===== config.mk =====
export PLATFORM = sky130hd
export DESIGN_NAME = tmid_core
export DESIGN_NICKNAME = d
export VERILOG_FILES = /design/src/tmid_pkg.sv /design/src/tmid_core.sv
export SDC_FILE = /design/constraint.sdc
export NUM_CORES = 1
export LEC_CHECK = 0
export ABC_AREA = 1
export BUFFER_PORTS_ARGS = -buffer_cell sky130_fd_sc_hd__buf_4
export CAP_MARGIN = 20
export CORE_MARGIN = 2
export CORE_UTILIZATION = 50
export DETAILED_ROUTE_END_ITERATION = 6
export GPL_TIMING_DRIVEN = 1
export PLACE_DENSITY = 0.77
export SYNTH_ARGS = -nofsm -noshare
export SYNTH_HDL_FRONTEND = slang
export SYNTH_SLANG_ARGS = --single-unit

===== constraint.sdc =====
create_clock -name aclk -period 4.2 [get_ports aclk]
set_input_delay 0.42 -clock aclk [delete_from_list [all_inputs] [get_ports aclk]]
set_output_delay 0.42 -clock aclk [all_outputs]
set_load 0.005 [all_outputs]

===== src/tmid_pkg.sv =====
// package: constants and types for the transport move core
package tmid_pkg;
  localparam int IW = 16;
  localparam int AW = 8;
  localparam int NACC = 16;
  localparam int NSTK = 4;
  localparam int NDP = 3;
  localparam int PW = 8;
  localparam int PWD_WORDS = 16;
  localparam int MODW = 4;
  localparam int SUBW = 3;
  localparam int PFXW = 2;
  localparam int FMT_BIT = 15;
  localparam int SRC_LSB = 0;
  localparam int SIDX_LSB = 4;
  localparam int DST_LSB = 8;
  localparam int SUB_LSB = 12;
  localparam int PFX_DST_LSB = 0;
  localparam int PM_DEC_BIT = 2;
  localparam int PM_PRE_BIT = 3;
  localparam int RP_OUT_BIT = 0;
  localparam int RP_DIR_BIT = 1;
  localparam logic FMT_REG = 1'b1;
  localparam logic [1:0] SP_RESET = 2'h3;
  localparam logic [1:0] SP_STEP = 2'h1;
  localparam logic [IW-1:0] PC_RESET = 16'h0000;
  localparam logic [IW-1:0] PTR_RESET = 16'h0000;
  localparam logic [IW-1:0] WORD_STEP = 16'h0001;
  localparam logic [4:0] KEY_DONE = 5'h10;
  localparam logic [4:0] KEY_STEP = 5'h01;
  // module specifiers of the instruction fields
  localparam logic [3:0] MOD_PORT = 4'h1;
  localparam logic [3:0] MOD_MEM = 4'h7;
  localparam logic [3:0] MOD_AP = 4'h8;
  localparam logic [3:0] MOD_ACC = 4'h9;
  localparam logic [3:0] MOD_ALU = 4'ha;
  localparam logic [3:0] MOD_PFX = 4'hb;
  localparam logic [3:0] MOD_IP = 4'hc;
  localparam logic [3:0] MOD_STK = 4'hd;
  localparam logic [3:0] MOD_RSVD = 4'he;
  localparam logic [3:0] MOD_DP = 4'hf;
  localparam logic [4:0] IDX_AP = 5'h00;
  localparam logic [4:0] IDX_JUMP = 5'h00;
  localparam logic [4:0] IDX_CALL = 5'h01;
  localparam logic [4:0] IDX_STACK = 5'h00;
  localparam logic [4:0] IDX_SP = 5'h01;
  localparam logic [4:0] IDX_POUT = 5'h00;
  localparam logic [4:0] IDX_PDIR = 5'h01;
  localparam logic [4:0] IDX_PIN = 5'h02;
  localparam logic [4:0] IDX_RPIN = 5'h03;
  localparam logic [1:0] MM_HARVARD = 2'h0;
  localparam logic [1:0] MM_DATA_IN_CODE = 2'h1;
  localparam logic [1:0] MM_CODE_IN_DATA = 2'h2;
  localparam logic [IW-1:0] DATA_CODE_BASE = 16'h4000;
  localparam logic [IW-1:0] CODE_DATA_BASE = 16'h4000;
  // register bus map
  localparam int AXW = 8;
  localparam logic [AXW-1:0] REG_CTRL = 8'h00;
  localparam logic [AXW-1:0] REG_STAT = 8'h04;
  localparam logic [AXW-1:0] REG_PC = 8'h08;
  localparam logic [AXW-1:0] REG_KEY = 8'h0c;
  localparam logic [AXW-1:0] REG_ACC = 8'h10;
  localparam int CTRL_RUN = 0;
  localparam int CTRL_RESET_PIN_DISABLE_BIT = 1;
  localparam int CTRL_MM_LSB = 2;
  localparam int CTRL_PWL = 4;
  localparam logic [7:0] CTRL_RESET = 8'h11;
  localparam logic [1:0] RESP_OKAY = 2'h0;
  localparam logic [1:0] RESP_SLVERR = 2'h2;
  typedef enum logic [2:0] {
    ALU_ADD, ALU_SUB, ALU_AND, ALU_OR, ALU_XOR
  } tmid_alu_t;
  typedef struct packed {
    logic req;
    logic we;
    logic code_space;
    logic [IW-1:0] addr;
    logic [IW-1:0] wdata;
  } tmid_mreq_t;
  typedef struct packed {
    logic wr;
    logic rd;
    logic [MODW-1:0] mod;
    logic [4:0] idx;
    logic [IW-1:0] wdata;
  } tmid_preg_t;
endpackage


===== src/tmid_core.sv =====
// transport move core: decode, execution, pointers, stack, pins, registers
`timescale 1ns/1ns
module tmid_core (
  input wire logic aclk,
  input wire logic aresetn,
  input wire logic [tmid_pkg::AXW-1:0] awaddr,
  input wire logic awvalid,
  output logic awready,
  input wire logic [31:0] wdata,
  input wire logic [3:0] wstrb,
  input wire logic wvalid,
  output logic wready,
  output logic [1:0] bresp,
  output logic bvalid,
  input wire logic bready,
  input wire logic [tmid_pkg::AXW-1:0] araddr,
  input wire logic arvalid,
  output logic arready,
  output logic [31:0] rdata,
  output logic [1:0] rresp,
  output logic rvalid,
  input wire logic rready,
  output logic [tmid_pkg::IW-1:0] code_addr,
  output logic code_from_data,
  input wire logic [tmid_pkg::IW-1:0] instr,
  output tmid_pkg::tmid_mreq_t dmem,
  input wire logic [tmid_pkg::IW-1:0] dmem_rdata,
  output tmid_pkg::tmid_preg_t preg,
  input wire logic [tmid_pkg::IW-1:0] preg_rdata,
  input wire logic [tmid_pkg::PWD_WORDS*tmid_pkg::IW-1:0] pwd_words,
  output logic prog_access_en,
  output logic core_reset,
  input wire logic rpin_in,
  output logic rpin_out,
  output logic rpin_oe_n,
  output logic rpin_pullup,
  input wire logic [tmid_pkg::PW-1:0] port_in,
  output logic [tmid_pkg::PW-1:0] port_out,
  output logic [tmid_pkg::PW-1:0] port_oe_n,
  output logic [tmid_pkg::PW-1:0] port_pullup
);
  import tmid_pkg::*;

  function automatic logic is_int(input logic [MODW-1:0] m);
    is_int = (m >= MOD_AP && m != MOD_RSVD) || m == MOD_PORT ||
             m == MOD_MEM;
  endfunction

  logic [7:0] ctrl_q;
  logic [IW-1:0] pc_q;
  logic [AW-1:0] pfx_q;
  logic [MODW-1:0] ap_q;
  logic [AW-1:0] acc_q [NACC];
  logic carry_q;
  logic [1:0] sp_q;
  logic [IW-1:0] stk_q [NSTK];
  logic [IW-1:0] dp_q [NDP];
  logic [PW-1:0] pout_q, pdir_q;
  logic rp_out_q, rp_dir_q;
  logic [IW-1:0] src_val;
  logic [AW:0] alu_res;
  tmid_alu_t alu_op;

  // ************************************************
  // pin synchronisers
  // ************************************************
  logic [2:0] rpin_s_q;
  logic rpin_f_q;
  logic [PW-1:0] pin_s1_q, pin_s2_q, pin_s3_q, pin_f_q;

  always_ff @(posedge aclk) begin
    if (!aresetn) begin
      rpin_s_q <= '1;
      rpin_f_q <= 1'b1;
      pin_s1_q <= '1;
      pin_s2_q <= '1;
      pin_s3_q <= '1;
      pin_f_q <= '1;
    end else begin
      rpin_s_q <= {rpin_s_q[1:0], rpin_in};
      if (rpin_s_q[1] == rpin_s_q[2]) begin
        rpin_f_q <= rpin_s_q[2];
      end
      pin_s1_q <= port_in;
      pin_s2_q <= pin_s1_q;
      pin_s3_q <= pin_s2_q;
      // per bit: accept only when second and third stages agree
      pin_f_q <= (pin_s2_q & pin_s3_q) | (pin_f_q & (pin_s2_q | pin_s3_q));
    end
  end

  wire reset_pin_disable_bit = ctrl_q[CTRL_RESET_PIN_DISABLE_BIT];
  wire pin_rst = !reset_pin_disable_bit && !rpin_f_q;
  wire core_rst = !aresetn || pin_rst;
  wire exec = ctrl_q[CTRL_RUN] && !core_rst;
  assign core_reset = core_rst;

  // ************************************************
  // instruction decode
  // ************************************************
  wire src_reg = instr[FMT_BIT] == FMT_REG;
  wire [AW-1:0] imm = instr[SRC_LSB +: AW];
  wire [MODW-1:0] src_mod = instr[SRC_LSB +: MODW];
  wire [MODW-1:0] src_idx = instr[SIDX_LSB +: MODW];
  wire [4:0] src_idx5 = {1'b0, src_idx};
  wire [MODW-1:0] dst_mod = instr[DST_LSB +: MODW];
  wire [SUBW-1:0] dst_sub = instr[SUB_LSB +: SUBW];
  wire [4:0] dst_idx = {pfx_q[PFX_DST_LSB +: PFXW], dst_sub};

  // every operation is a move; side effects hang off the addresses
  wire wr_pfx = exec && dst_mod == MOD_PFX;
  wire wr_ap = exec && dst_mod == MOD_AP && dst_idx == IDX_AP;
  wire wr_acc = exec && dst_mod == MOD_ACC;
  wire wr_alu = exec && dst_mod == MOD_ALU;
  wire wr_jmp = exec && dst_mod == MOD_IP && dst_idx == IDX_JUMP;
  wire wr_call = exec && dst_mod == MOD_IP && dst_idx == IDX_CALL;
  wire wr_push = exec && dst_mod == MOD_STK && dst_idx == IDX_STACK;
  wire wr_sp = exec && dst_mod == MOD_STK && dst_idx == IDX_SP;
  wire wr_dp = exec && dst_mod == MOD_DP;
  wire wr_mem = exec && dst_mod == MOD_MEM;
  wire wr_port = exec && dst_mod == MOD_PORT;
  wire rd_stk = src_reg && src_mod == MOD_STK;
  wire rd_pop = exec && rd_stk && src_idx5 == IDX_STACK;
  wire rd_mem = exec && src_reg && src_mod == MOD_MEM;

  // ************************************************
  // data pointers and data memory
  // ************************************************
  // one port: when both ends are memory the destination pointer wins
  wire [1:0] mem_ptr = wr_mem ? dst_idx[1:0] : src_idx[1:0];
  wire mem_pre = wr_mem ? dst_idx[PM_PRE_BIT] : src_idx[PM_PRE_BIT];
  wire mem_dec = wr_mem ? dst_idx[PM_DEC_BIT] : src_idx[PM_DEC_BIT];
  wire ptr_ok = mem_ptr < 2'(NDP);
  wire mem_act = (wr_mem || rd_mem) && ptr_ok;
  wire [IW-1:0] dp_sel = ptr_ok ? dp_q[mem_ptr] : PTR_RESET;
  wire [IW-1:0] dp_step = mem_dec ? dp_sel - WORD_STEP :
                          dp_sel + WORD_STEP;
  wire [IW-1:0] mem_addr = mem_pre ? dp_step : dp_sel;
  wire [1:0] mm = ctrl_q[CTRL_MM_LSB +: 2];

  assign dmem.req = mem_act;
  assign dmem.we = wr_mem && ptr_ok;
  assign dmem.code_space = mm == MM_CODE_IN_DATA &&
                           mem_addr >= CODE_DATA_BASE;
  assign dmem.addr = mem_addr;
  assign dmem.wdata = src_val;

  genvar gi;
  generate
    for (gi = 0; gi < NDP; gi++) begin : g_dp
      always_ff @(posedge aclk) begin
        if (core_rst) begin
          dp_q[gi] <= PTR_RESET;
        end else if (wr_dp && dst_idx == 5'(gi)) begin
          dp_q[gi] <= src_val;
        end else if (mem_act && mem_ptr == 2'(gi)) begin
          dp_q[gi] <= dp_step;
        end
      end
    end
  endgenerate

  // ************************************************
  // source selection and alu
  // ************************************************
  wire [AW-1:0] acc_a = acc_q[ap_q];
  wire [IW-1:0] dp_rd = src_idx[1:0] < 2'(NDP) ? dp_q[src_idx[1:0]] :
                        PTR_RESET;
  wire [IW-1:0] stk_rd = src_idx5 == IDX_SP ? IW'(sp_q) : stk_q[sp_q];
  wire [IW-1:0] port_rd =
    src_idx5 == IDX_POUT ? IW'(pout_q) :
    src_idx5 == IDX_PDIR ? IW'(pdir_q) :
    src_idx5 == IDX_PIN ? IW'(pin_f_q) :
    IW'({rp_dir_q, rpin_f_q});

  always_comb begin
    src_val = IW'(imm);
    if (src_reg) begin
      case (src_mod)
        MOD_AP: src_val = IW'(ap_q);
        MOD_ACC: src_val = IW'(acc_q[src_idx]);
        MOD_ALU: src_val = IW'(carry_q);
        MOD_PFX: src_val = IW'(pfx_q);
        MOD_IP: src_val = pc_q;
        MOD_STK: src_val = stk_rd;
        MOD_DP: src_val = dp_rd;
        MOD_MEM: src_val = dmem_rdata;
        MOD_PORT: src_val = port_rd;
        default: src_val = preg_rdata;
      endcase
    end
  end

  assign alu_op = tmid_alu_t'(dst_sub);
  wire [AW-1:0] opnd = src_val[AW-1:0];
  wire alu_arith = alu_op == ALU_ADD || alu_op == ALU_SUB;

  always_comb begin
    case (alu_op)
      ALU_ADD: alu_res = {1'b0, acc_a} + {1'b0, opnd};
      ALU_SUB: alu_res = {1'b0, acc_a} - {1'b0, opnd};
      ALU_AND: alu_res = {1'b0, acc_a & opnd};
      ALU_OR: alu_res = {1'b0, acc_a | opnd};
      ALU_XOR: alu_res = {1'b0, acc_a ^ opnd};
      default: alu_res = {1'b0, opnd};
    endcase
  end

  // other modules sit on the peripheral strobe, same cycle
  assign preg.wr = exec && !is_int(dst_mod);
  assign preg.rd = exec && src_reg && !is_int(src_mod);
  assign preg.mod = src_reg && !is_int(src_mod) && !preg.wr ?
                    src_mod : dst_mod;
  assign preg.idx = preg.wr ? dst_idx : src_idx5;
  assign preg.wdata = src_val;

  // ************************************************
  // program counter, prefix, accumulators
  // ************************************************
  assign code_addr = pc_q;
  assign code_from_data = mm == MM_DATA_IN_CODE &&
                          pc_q >= DATA_CODE_BASE;

  always_ff @(posedge aclk) begin
    if (core_rst) begin
      pc_q <= PC_RESET;
      pfx_q <= '0;
      ap_q <= '0;
      carry_q <= 1'b0;
    end else if (exec) begin
      pc_q <= wr_jmp || wr_call ? src_val : pc_q + WORD_STEP;
      // held for one instruction only
      pfx_q <= wr_pfx ? src_val[AW-1:0] : '0;
      if (wr_ap) begin
        ap_q <= src_val[MODW-1:0];
      end
      if (wr_alu && alu_arith) begin
        carry_q <= alu_res[AW];
      end
    end
  end

  always_ff @(posedge aclk) begin
    if (core_rst) begin
      for (int i = 0; i < NACC; i++) begin
        acc_q[i] <= '0;
      end
    end else if (wr_acc) begin
      acc_q[dst_idx[MODW-1:0]] <= src_val[AW-1:0];
    end else if (wr_alu) begin
      acc_q[ap_q] <= alu_res[AW-1:0];
    end
  end

  // ************************************************
  // hardware stack
  // ************************************************
  // pop first, then push: a stack-to-stack move rewrites the top
  wire [1:0] sp_base = rd_pop ? sp_q - SP_STEP : sp_q;
  wire [1:0] sp_push = sp_base + SP_STEP;
  wire push = wr_push || wr_call;
  wire [IW-1:0] push_val = wr_call ? pc_q + WORD_STEP : src_val;

  always_ff @(posedge aclk) begin
    if (core_rst) begin
      sp_q <= SP_RESET;
    end else if (wr_sp) begin
      sp_q <= src_val[1:0];
    end else if (push) begin
      sp_q <= sp_push;
    end else begin
      sp_q <= sp_base;
    end
  end

  always_ff @(posedge aclk) begin
    if (push) begin
      stk_q[sp_push] <= push_val;
    end
  end

  // ************************************************
  // port pins
  // ************************************************
  always_ff @(posedge aclk) begin
    if (core_rst) begin
      pout_q <= '0;
      pdir_q <= '0;
      rp_out_q <= 1'b0;
      rp_dir_q <= 1'b0;
    end else if (wr_port) begin
      if (dst_idx == IDX_POUT) begin
        pout_q <= src_val[PW-1:0];
      end
      if (dst_idx == IDX_PDIR) begin
        pdir_q <= src_val[PW-1:0];
      end
      if (dst_idx == IDX_RPIN) begin
        rp_out_q <= src_val[RP_OUT_BIT];
        rp_dir_q <= src_val[RP_DIR_BIT];
      end
    end
  end

  assign port_out = pout_q;
  assign port_oe_n = ~pdir_q;
  assign port_pullup = ~pdir_q;
  assign rpin_out = rp_out_q;
  assign rpin_oe_n = !(reset_pin_disable_bit && rp_dir_q);
  assign rpin_pullup = rpin_oe_n;

  // ************************************************
  // register bus slave
  // ************************************************
  logic aw_held_q, w_held_q, bvalid_q, rvalid_q;
  logic [AXW-1:0] awaddr_q;
  logic [31:0] wdata_q, rdata_q;
  logic [3:0] wstrb_q;
  logic [1:0] bresp_q, rresp_q;
  logic [4:0] kcnt_q;
  logic kbad_q, unlocked_q;

  assign awready = !aw_held_q;
  assign wready = !w_held_q;
  assign arready = !rvalid_q;
  assign bvalid = bvalid_q;
  assign bresp = bresp_q;
  assign rvalid = rvalid_q;
  assign rdata = rdata_q;
  assign rresp = rresp_q;

  wire do_wr = aw_held_q && w_held_q && !bvalid_q;
  wire wr_hit = awaddr_q == REG_CTRL || awaddr_q == REG_KEY;
  wire wr_ctrl = do_wr && awaddr_q == REG_CTRL && wstrb_q[0];
  wire wr_key = do_wr && awaddr_q == REG_KEY && &wstrb_q[1:0];
  wire rd_hit = araddr == REG_CTRL || araddr == REG_STAT ||
                araddr == REG_PC || araddr == REG_KEY ||
                araddr == REG_ACC;
  wire [31:0] stat_word = 32'({kbad_q, carry_q, unlocked_q, sp_q});
  wire [31:0] rd_word =
    araddr == REG_CTRL ? 32'(ctrl_q) :
    araddr == REG_STAT ? stat_word :
    araddr == REG_PC ? 32'(pc_q) :
    araddr == REG_ACC ? 32'({ap_q, acc_a}) : 32'h00000000;
  wire [IW-1:0] key_ref = pwd_words[kcnt_q[3:0]*IW +: IW];
  wire key_ok = wdata_q[IW-1:0] == key_ref;
  wire key_full = kcnt_q == KEY_DONE;

  always_ff @(posedge aclk) begin
    if (!aresetn) begin
      aw_held_q <= 1'b0;
      w_held_q <= 1'b0;
      bvalid_q <= 1'b0;
      rvalid_q <= 1'b0;
      awaddr_q <= '0;
      wdata_q <= '0;
      wstrb_q <= '0;
      bresp_q <= RESP_OKAY;
      rresp_q <= RESP_OKAY;
      rdata_q <= '0;
    end else begin
      if (awvalid && !aw_held_q) begin
        aw_held_q <= 1'b1;
        awaddr_q <= awaddr;
      end else if (do_wr) begin
        aw_held_q <= 1'b0;
      end
      if (wvalid && !w_held_q) begin
        w_held_q <= 1'b1;
        wdata_q <= wdata;
        wstrb_q <= wstrb;
      end else if (do_wr) begin
        w_held_q <= 1'b0;
      end
      if (do_wr) begin
        bvalid_q <= 1'b1;
        bresp_q <= wr_hit ? RESP_OKAY : RESP_SLVERR;
      end else if (bready) begin
        bvalid_q <= 1'b0;
      end
      if (arvalid && !rvalid_q) begin
        rvalid_q <= 1'b1;
        rdata_q <= rd_word;
        rresp_q <= rd_hit ? RESP_OKAY : RESP_SLVERR;
      end else if (rready) begin
        rvalid_q <= 1'b0;
      end
    end
  end

  // control survives the pin reset: only power-on clears it
  always_ff @(posedge aclk) begin
    if (!aresetn) begin
      ctrl_q <= CTRL_RESET;
      kcnt_q <= '0;
      kbad_q <= 1'b0;
      unlocked_q <= 1'b0;
    end else begin
      if (wr_ctrl) begin
        ctrl_q <= wdata_q[7:0];
      end
      if (wr_key && key_full) begin
        kcnt_q <= '0;
        kbad_q <= 1'b0;
        unlocked_q <= 1'b0;
      end else if (wr_key) begin
        kcnt_q <= kcnt_q + KEY_STEP;
        kbad_q <= kbad_q || !key_ok;
        unlocked_q <= kcnt_q == KEY_DONE - KEY_STEP && key_ok && !kbad_q;
      end
    end
  end

  assign prog_access_en = !ctrl_q[CTRL_PWL] || unlocked_q;
endmodule


# ---- Word level (Yosys, flattened, before mapping)
# Memory sizes are Yosys's and may differ from the RTL's. A register that Yosys moved wholly into a read port is not among the register bits.
# Cells that the tools add are included.
dict set report classes {
  add_sub_neg 8
  order_cmp 6
  eq_ne 42
  shifts 1
  mux 82
  n_bitwise 15
  n_reduce_logical 101
}
# op n
set op_table {}
lappend op_table {{$mux W16} 17}
lappend op_table {{$shiftx A256 B9 Y16} 1}
lappend op_table {{$pmux W16 S9} 1}
lappend op_table {{$eq A4 B4 Y1 const B} 14}
lappend op_table {{$logic_and A1 B1 Y1} 51}
lappend op_table {{$mux W8} 6}
lappend op_table {{$pmux W9 S5} 1}
lappend op_table {{$mux W1} 43}
lappend op_table {{$add A16 B1 Y16 const B} 2}
lappend op_table {{$ge A16 B15 Y1 const B} 2}
lappend op_table {{$and A8 B8 Y8} 3}
lappend op_table {{$eq A8 B4 Y1 const B} 3}
lappend op_table {{$or A8 B8 Y8} 3}
lappend op_table {{$mux W4} 5}
lappend op_table {{$eq A16 B16 Y1} 1}
lappend op_table {{$logic_not A8 Y1} 2}
lappend op_table {{$logic_or A1 B1 Y1} 16}
lappend op_table {{$reduce_or A8 Y1} 2}
lappend op_table {{$sub A16 B1 Y16 const B} 1}
lappend op_table {{$logic_not A1 Y1} 15}
lappend op_table {{$mux W2} 7}
lappend op_table {{$eq A4 B1 Y1 const B} 3}
lappend op_table {{$mux W12} 1}
lappend op_table {{$reduce_and A2 Y1} 6}
lappend op_table {{32 further kinds} 49}
dict set report totals {
  reg_bits 166
  ramBits 240
  in_bits 372
  out_inout_bits 149
  wordCells 287
  n_memories 3
}
# memory words word_bits read_ports rd_ports_with_merged_regs wr line_no
set memory_table {}
lappend memory_table {acc_q 16 8 2 1 16 tmid_core.sv:53} ;# logic [AW-1:0] acc_q [NACC];
lappend memory_table {stk_q 4 16 1 1 1 tmid_core.sv:56} ;# logic [IW-1:0] stk_q [NSTK];
lappend memory_table {dp_q 3 16 2 0 3 tmid_core.sv:57} ;# logic [IW-1:0] dp_q [NDP];

# ---- Depth between registers and ports, before layout
dict set report logic_depth {
  depth_word 15
  depth_mapped 34
  mapped_depth_nobuf 32
}

# ---- Worst setup path after synthesis
# OpenSTA, ideal clock, no wires.
dict set report synth_path {
  path_type {input-to-reg}
  start {in instr[4] (netlist name)}
  end {mem acc_q[10][7], data pin}
  setup_time_ns 0.261
  arrival_ns 3.928
  t_required_ns 3.939
  slack_ns 0.010
  path_stages 29
  path_buffers 2
  path_cell_list {buf_4 -> nand2_2 -> clkinv_1 -> nor3_4 -> o21ai_0 -> nand3_1 -> a21oi_1 -> nand3_1 -> nand2_1 -> nand2_2 -> inv_2 -> ha_1 -> or2_2 -> xor2_1 -> ha_1 -> a21oi_1 -> or2_2 -> nand2_1 -> nand2_1 -> nand2_1 -> nand2_1 -> nand2_1 -> a21oi_1 -> nand2_1 -> nand2_1 -> o21ai_1 -> o21ai_2 -> buf_6 -> nor2_1}
}
# item line_no
set synth_rtl {}
lappend synth_rtl {{start, declared} tmid_core.sv:25} ;# input wire logic [tmid_pkg::IW-1:0] instr,
lappend synth_rtl {{end, declared} tmid_core.sv:53}

==> flow_summary.yaml <==
yosys:
  yosysMostFrequentCell: "nand2_1"
  synthArstFlopShare: 0
  synth_top_area_frac: 0.298
  seq_area_frac_synth: 0.423
  yosysUniqueCellTypes: 55
  synth-main-ff-cell: "edfxtp_1"
  synth_mux_area_frac: 0.00579
  synth_cells: 3270
  synth_top_family_by_area: "simple AND/OR/NAND/NOR gates"
  synthesis.area_mm2: 0.0242
  synthAdderAreaFrac: 0.0259
  synth_top_cell_by_area: "edfxtp_1"
  synth_warnings: 0
  ys_seq_elements: 392
  synthXorXnorAreaFrac: 0.0163
  synth_common_cells: "610 x nand2_1, 499 x nor2_1, 450 x o21ai_0"
  synth_edf_count: 240
  synth-compound-area-share: 0.205
  yosys.area_share.simple: 0.230
  synth_area_leaders: "edfxtp_1 30%, dfxtp_1 13%, nand2_1 9.5%"
  synth_area_per_cell_um2: 7.40
detailed_routing:
  first_pass_iters: 7
  postRouteAntennaNets: 0
  wl_per_cell_um: 22.5
  wl_um: 102000
  viasPerCell: 5.90
  vias: 26816
  drt-initial-drc-count: 3624
  drc: 2
place:
  dpl.hpwl_um: 77100
  place_area_mm2: 0.0298
  port_buffers: 484
  routabilityCongestion: 1.00
min_path:
  min_path_type: "in -> reg"
critical_path:
  crit_chain: "inv_2 -> nor3_4 -> nand3_2 -> nand2_4 -> inv_6 -> nor2_4 -> buf_6 -> nand2_1 -> a31oi_4 -> ha_4 -> buf_4 -> a21oi_2 -> o31ai_2 -> a21oi_2 -> nand2_2 -> xor2_2 -> nand2_1 -> o21ai_2 -> inv_1 -> nand3_2 -> nand2_2 -> inv_2 -> buf_6"
  critPathSlowestCell: "dfxtp_2"
  cp_top_family: "simple AND/OR/NAND/NOR gates"
  max_stage_delay_ns: 0.33
  crit_required_ns: 3.78
  critPathBufInv: 7
  crit_type: "reg -> out"
  critPathMaxFanout: 6
  end_kind: "output pin"
  cp-start-kind: "register"
  arrival_ns: 3.92
pwr:
  p_per_area_mw_per_mm2: 308
  p_clk_frac: 0.356
  finalPower_uw: 9830
  swShare: 0.284
  p_comb_frac: 0.211
  seq_power_share: 0.433
  p_switching_uw: 2800
  p_leak_uw: 0.0137
  internal_power_uw: 7040
  peakVddDrop_v: 0.000314
timing:
  skew_ns: 0.0300
  relSlewSlack: 0.351
  hold_viol: 0
  timing.final.max_slew_violations: 0
  fin_crit_sh: 1.03
  fmax_ghz: 0.230
  worstMarginPinSlew_ns: 0.967
  layout_setup_ws_ns: -0.140
  min_period_ns: 4.34
  finalSetupViolCount: 5
  rsz0062_at_grt: "yes"
cts:
  cts_root_buf: "clkbuf_16"
  cts_tree: "done"
  cts.clk_slew.worst_paths_ns: 0.06
  clockBufferDepth: 3
  clk_latency_ns: 0.59
  cts.sinks: 392
  cts_hold_buf: 0
  numCtsBuffers: 41
  htreeDepth: 2
die:
  die_width_um: 224
  die_y_um: 224
  io_pins: 521
  die-area_mm2: 0.0502
  start_util: 0.507
  core_mm2: 0.0477
  num_rows: 80
outcome:
  status: "finished with violations"
  violations: "design-rule violations, negative setup slack"
final_layout:
  area_delta_synth_final_pct: 31.7
  drive_above_1_share: 0.259
  fin_area_mm2: 0.0319
  fin_nets: 4316
grt:
  grt_pass1_vias: 24392
  overflow: 0
  grt_start_max_net_pins: 77
  grt_usage: 0.392
  antenna_found_initial: 6
  grt_pass1_wl_um: 148000
job:
  maxCapViolations: 0
-- worst paths after layout --
kind / slack (ns) / cells after the start / to / startpoint
max: -0.14 / 23 / dmem[32] / ctrl_q[0]$_SDFFE_PN1P_
min reg2reg: 0.41 / 1 / pin_s2_q[7]$_SDFF_PN1_ / pin_s1_q[7]$_SDFF_PN1_
max reg2reg: 0.31 / 26 / acc_q[9][7]$_SDFFCE_PN0P_ / sp_q[1]$_SDFF_PP1_
min: 0.03 / 2 / pin_s1_q[4]$_SDFF_PN1_ / port_in[4]
-- power groups by stage --
stage | combinational, uW | clock (uW) | sequential (uW)
final | 2070 | 3500 | 4250
after global routing | 2200 | 3630 | 4260
after CTS | 1930 | 3480 | 4250
after detailed placement | 1850 | 0 | 4330
after global placement | 1840 | 0 | 4330
after floorplan | 841 | 0 | 4310
-- state kept, by name, indices dropped and copies added, names as in the netlist, 16 cells and up, named ones only --
name	count
wdata_q	16
acc_q	128
code_addr	16
dp_q	48
stk_q	64
rdata	16
-- metal layers --
| metal | global-route usage | vias to the layer above | share of wire |
|---|---|---|---|
| met5 | 0 | - | 0 |
| met4 | 0.182 | 0 | 0.051 |
| met3 | 0.0954 | 288 | 0.12 |
| met2 | 0.619 | 1797 | 0.45 |
| met1 | 0.508 | 12470 | 0.38 |
| li1 | - | 12261 | - |
-- cell families (layout without fill, tap and decap cells) --
group / Yosys count / in the layout
fa+ha+maj: 49 / 49
simple gates: 1354 / 1354
xor+xnor: 45 / 45
mux: 14 / 14
buf+inv: 532 / 1171
flops: 392 / 392
other cells: 1 / 23
compound gates: 883 / 883
-- placed cells by master, fill, tap and decap left out, types with 26 or more instances in the layout --
cell type  netlist  layout
a21oi_1        182     171
a22oi_1         27      27
buf_4           52     754
clkbuf_16        0      41
dfxtp_1        152     145
edfxtp_1       240     240
ha_1            47      37
inv_1          294     288
nand2_1        610     589
nand3_1        135     128
nor2_1         499     496
o211ai_1        70      70
o21ai_0        450     442
o221ai_1        26      26
o22ai_1         62      62
or2_2           33      33
xor2_1          39      37
-- area by class of cell --
| cell class | instances | area, um2 |
|---|---|---|
| Clock buffer | 53 | 1110 |
| Sequential cell | 392 | 10300 |
| Inverter | 321 | 1210 |
| Clock inverter | 21 | 139 |
| Tap cell | 615 | 769 |
| Timing Repair Buffer | 776 | 6030 |
| Multi-Input combinational cell | 2363 | 12400 |
| Fill cell | 4101 | 15800 |
| Antenna cell | 5 | 12.5 |
-- what timing repair did --
action	in CTS	in global routing
resized for setup	69	57
buffers inserted	16	10
pin swaps	26	41
endpoints found under the setup margin	14	26
-- metrics by stage --
stage | setup slack [ns] | util | instances | hold slack [ns] | TNS [ns]
floorplan | 0.0101 | - | 3287 | 0.393 | 0
global placement | -0.208 | 0.625 | 4443 | 0.396 | -5.09
detailed placement | -0.232 | 0.625 | 4444 | 0.399 | -6.34
CTS | -0.0980 | 0.661 | 4532 | 0.0229 | -0.125
global route | -0.256 | 0.668 | 4546 | 0.0265 | -1.22
finish | -0.140 | 0.668 | 4546 | 0.0342 | -0.232
(Power assumes the default switching activity.)
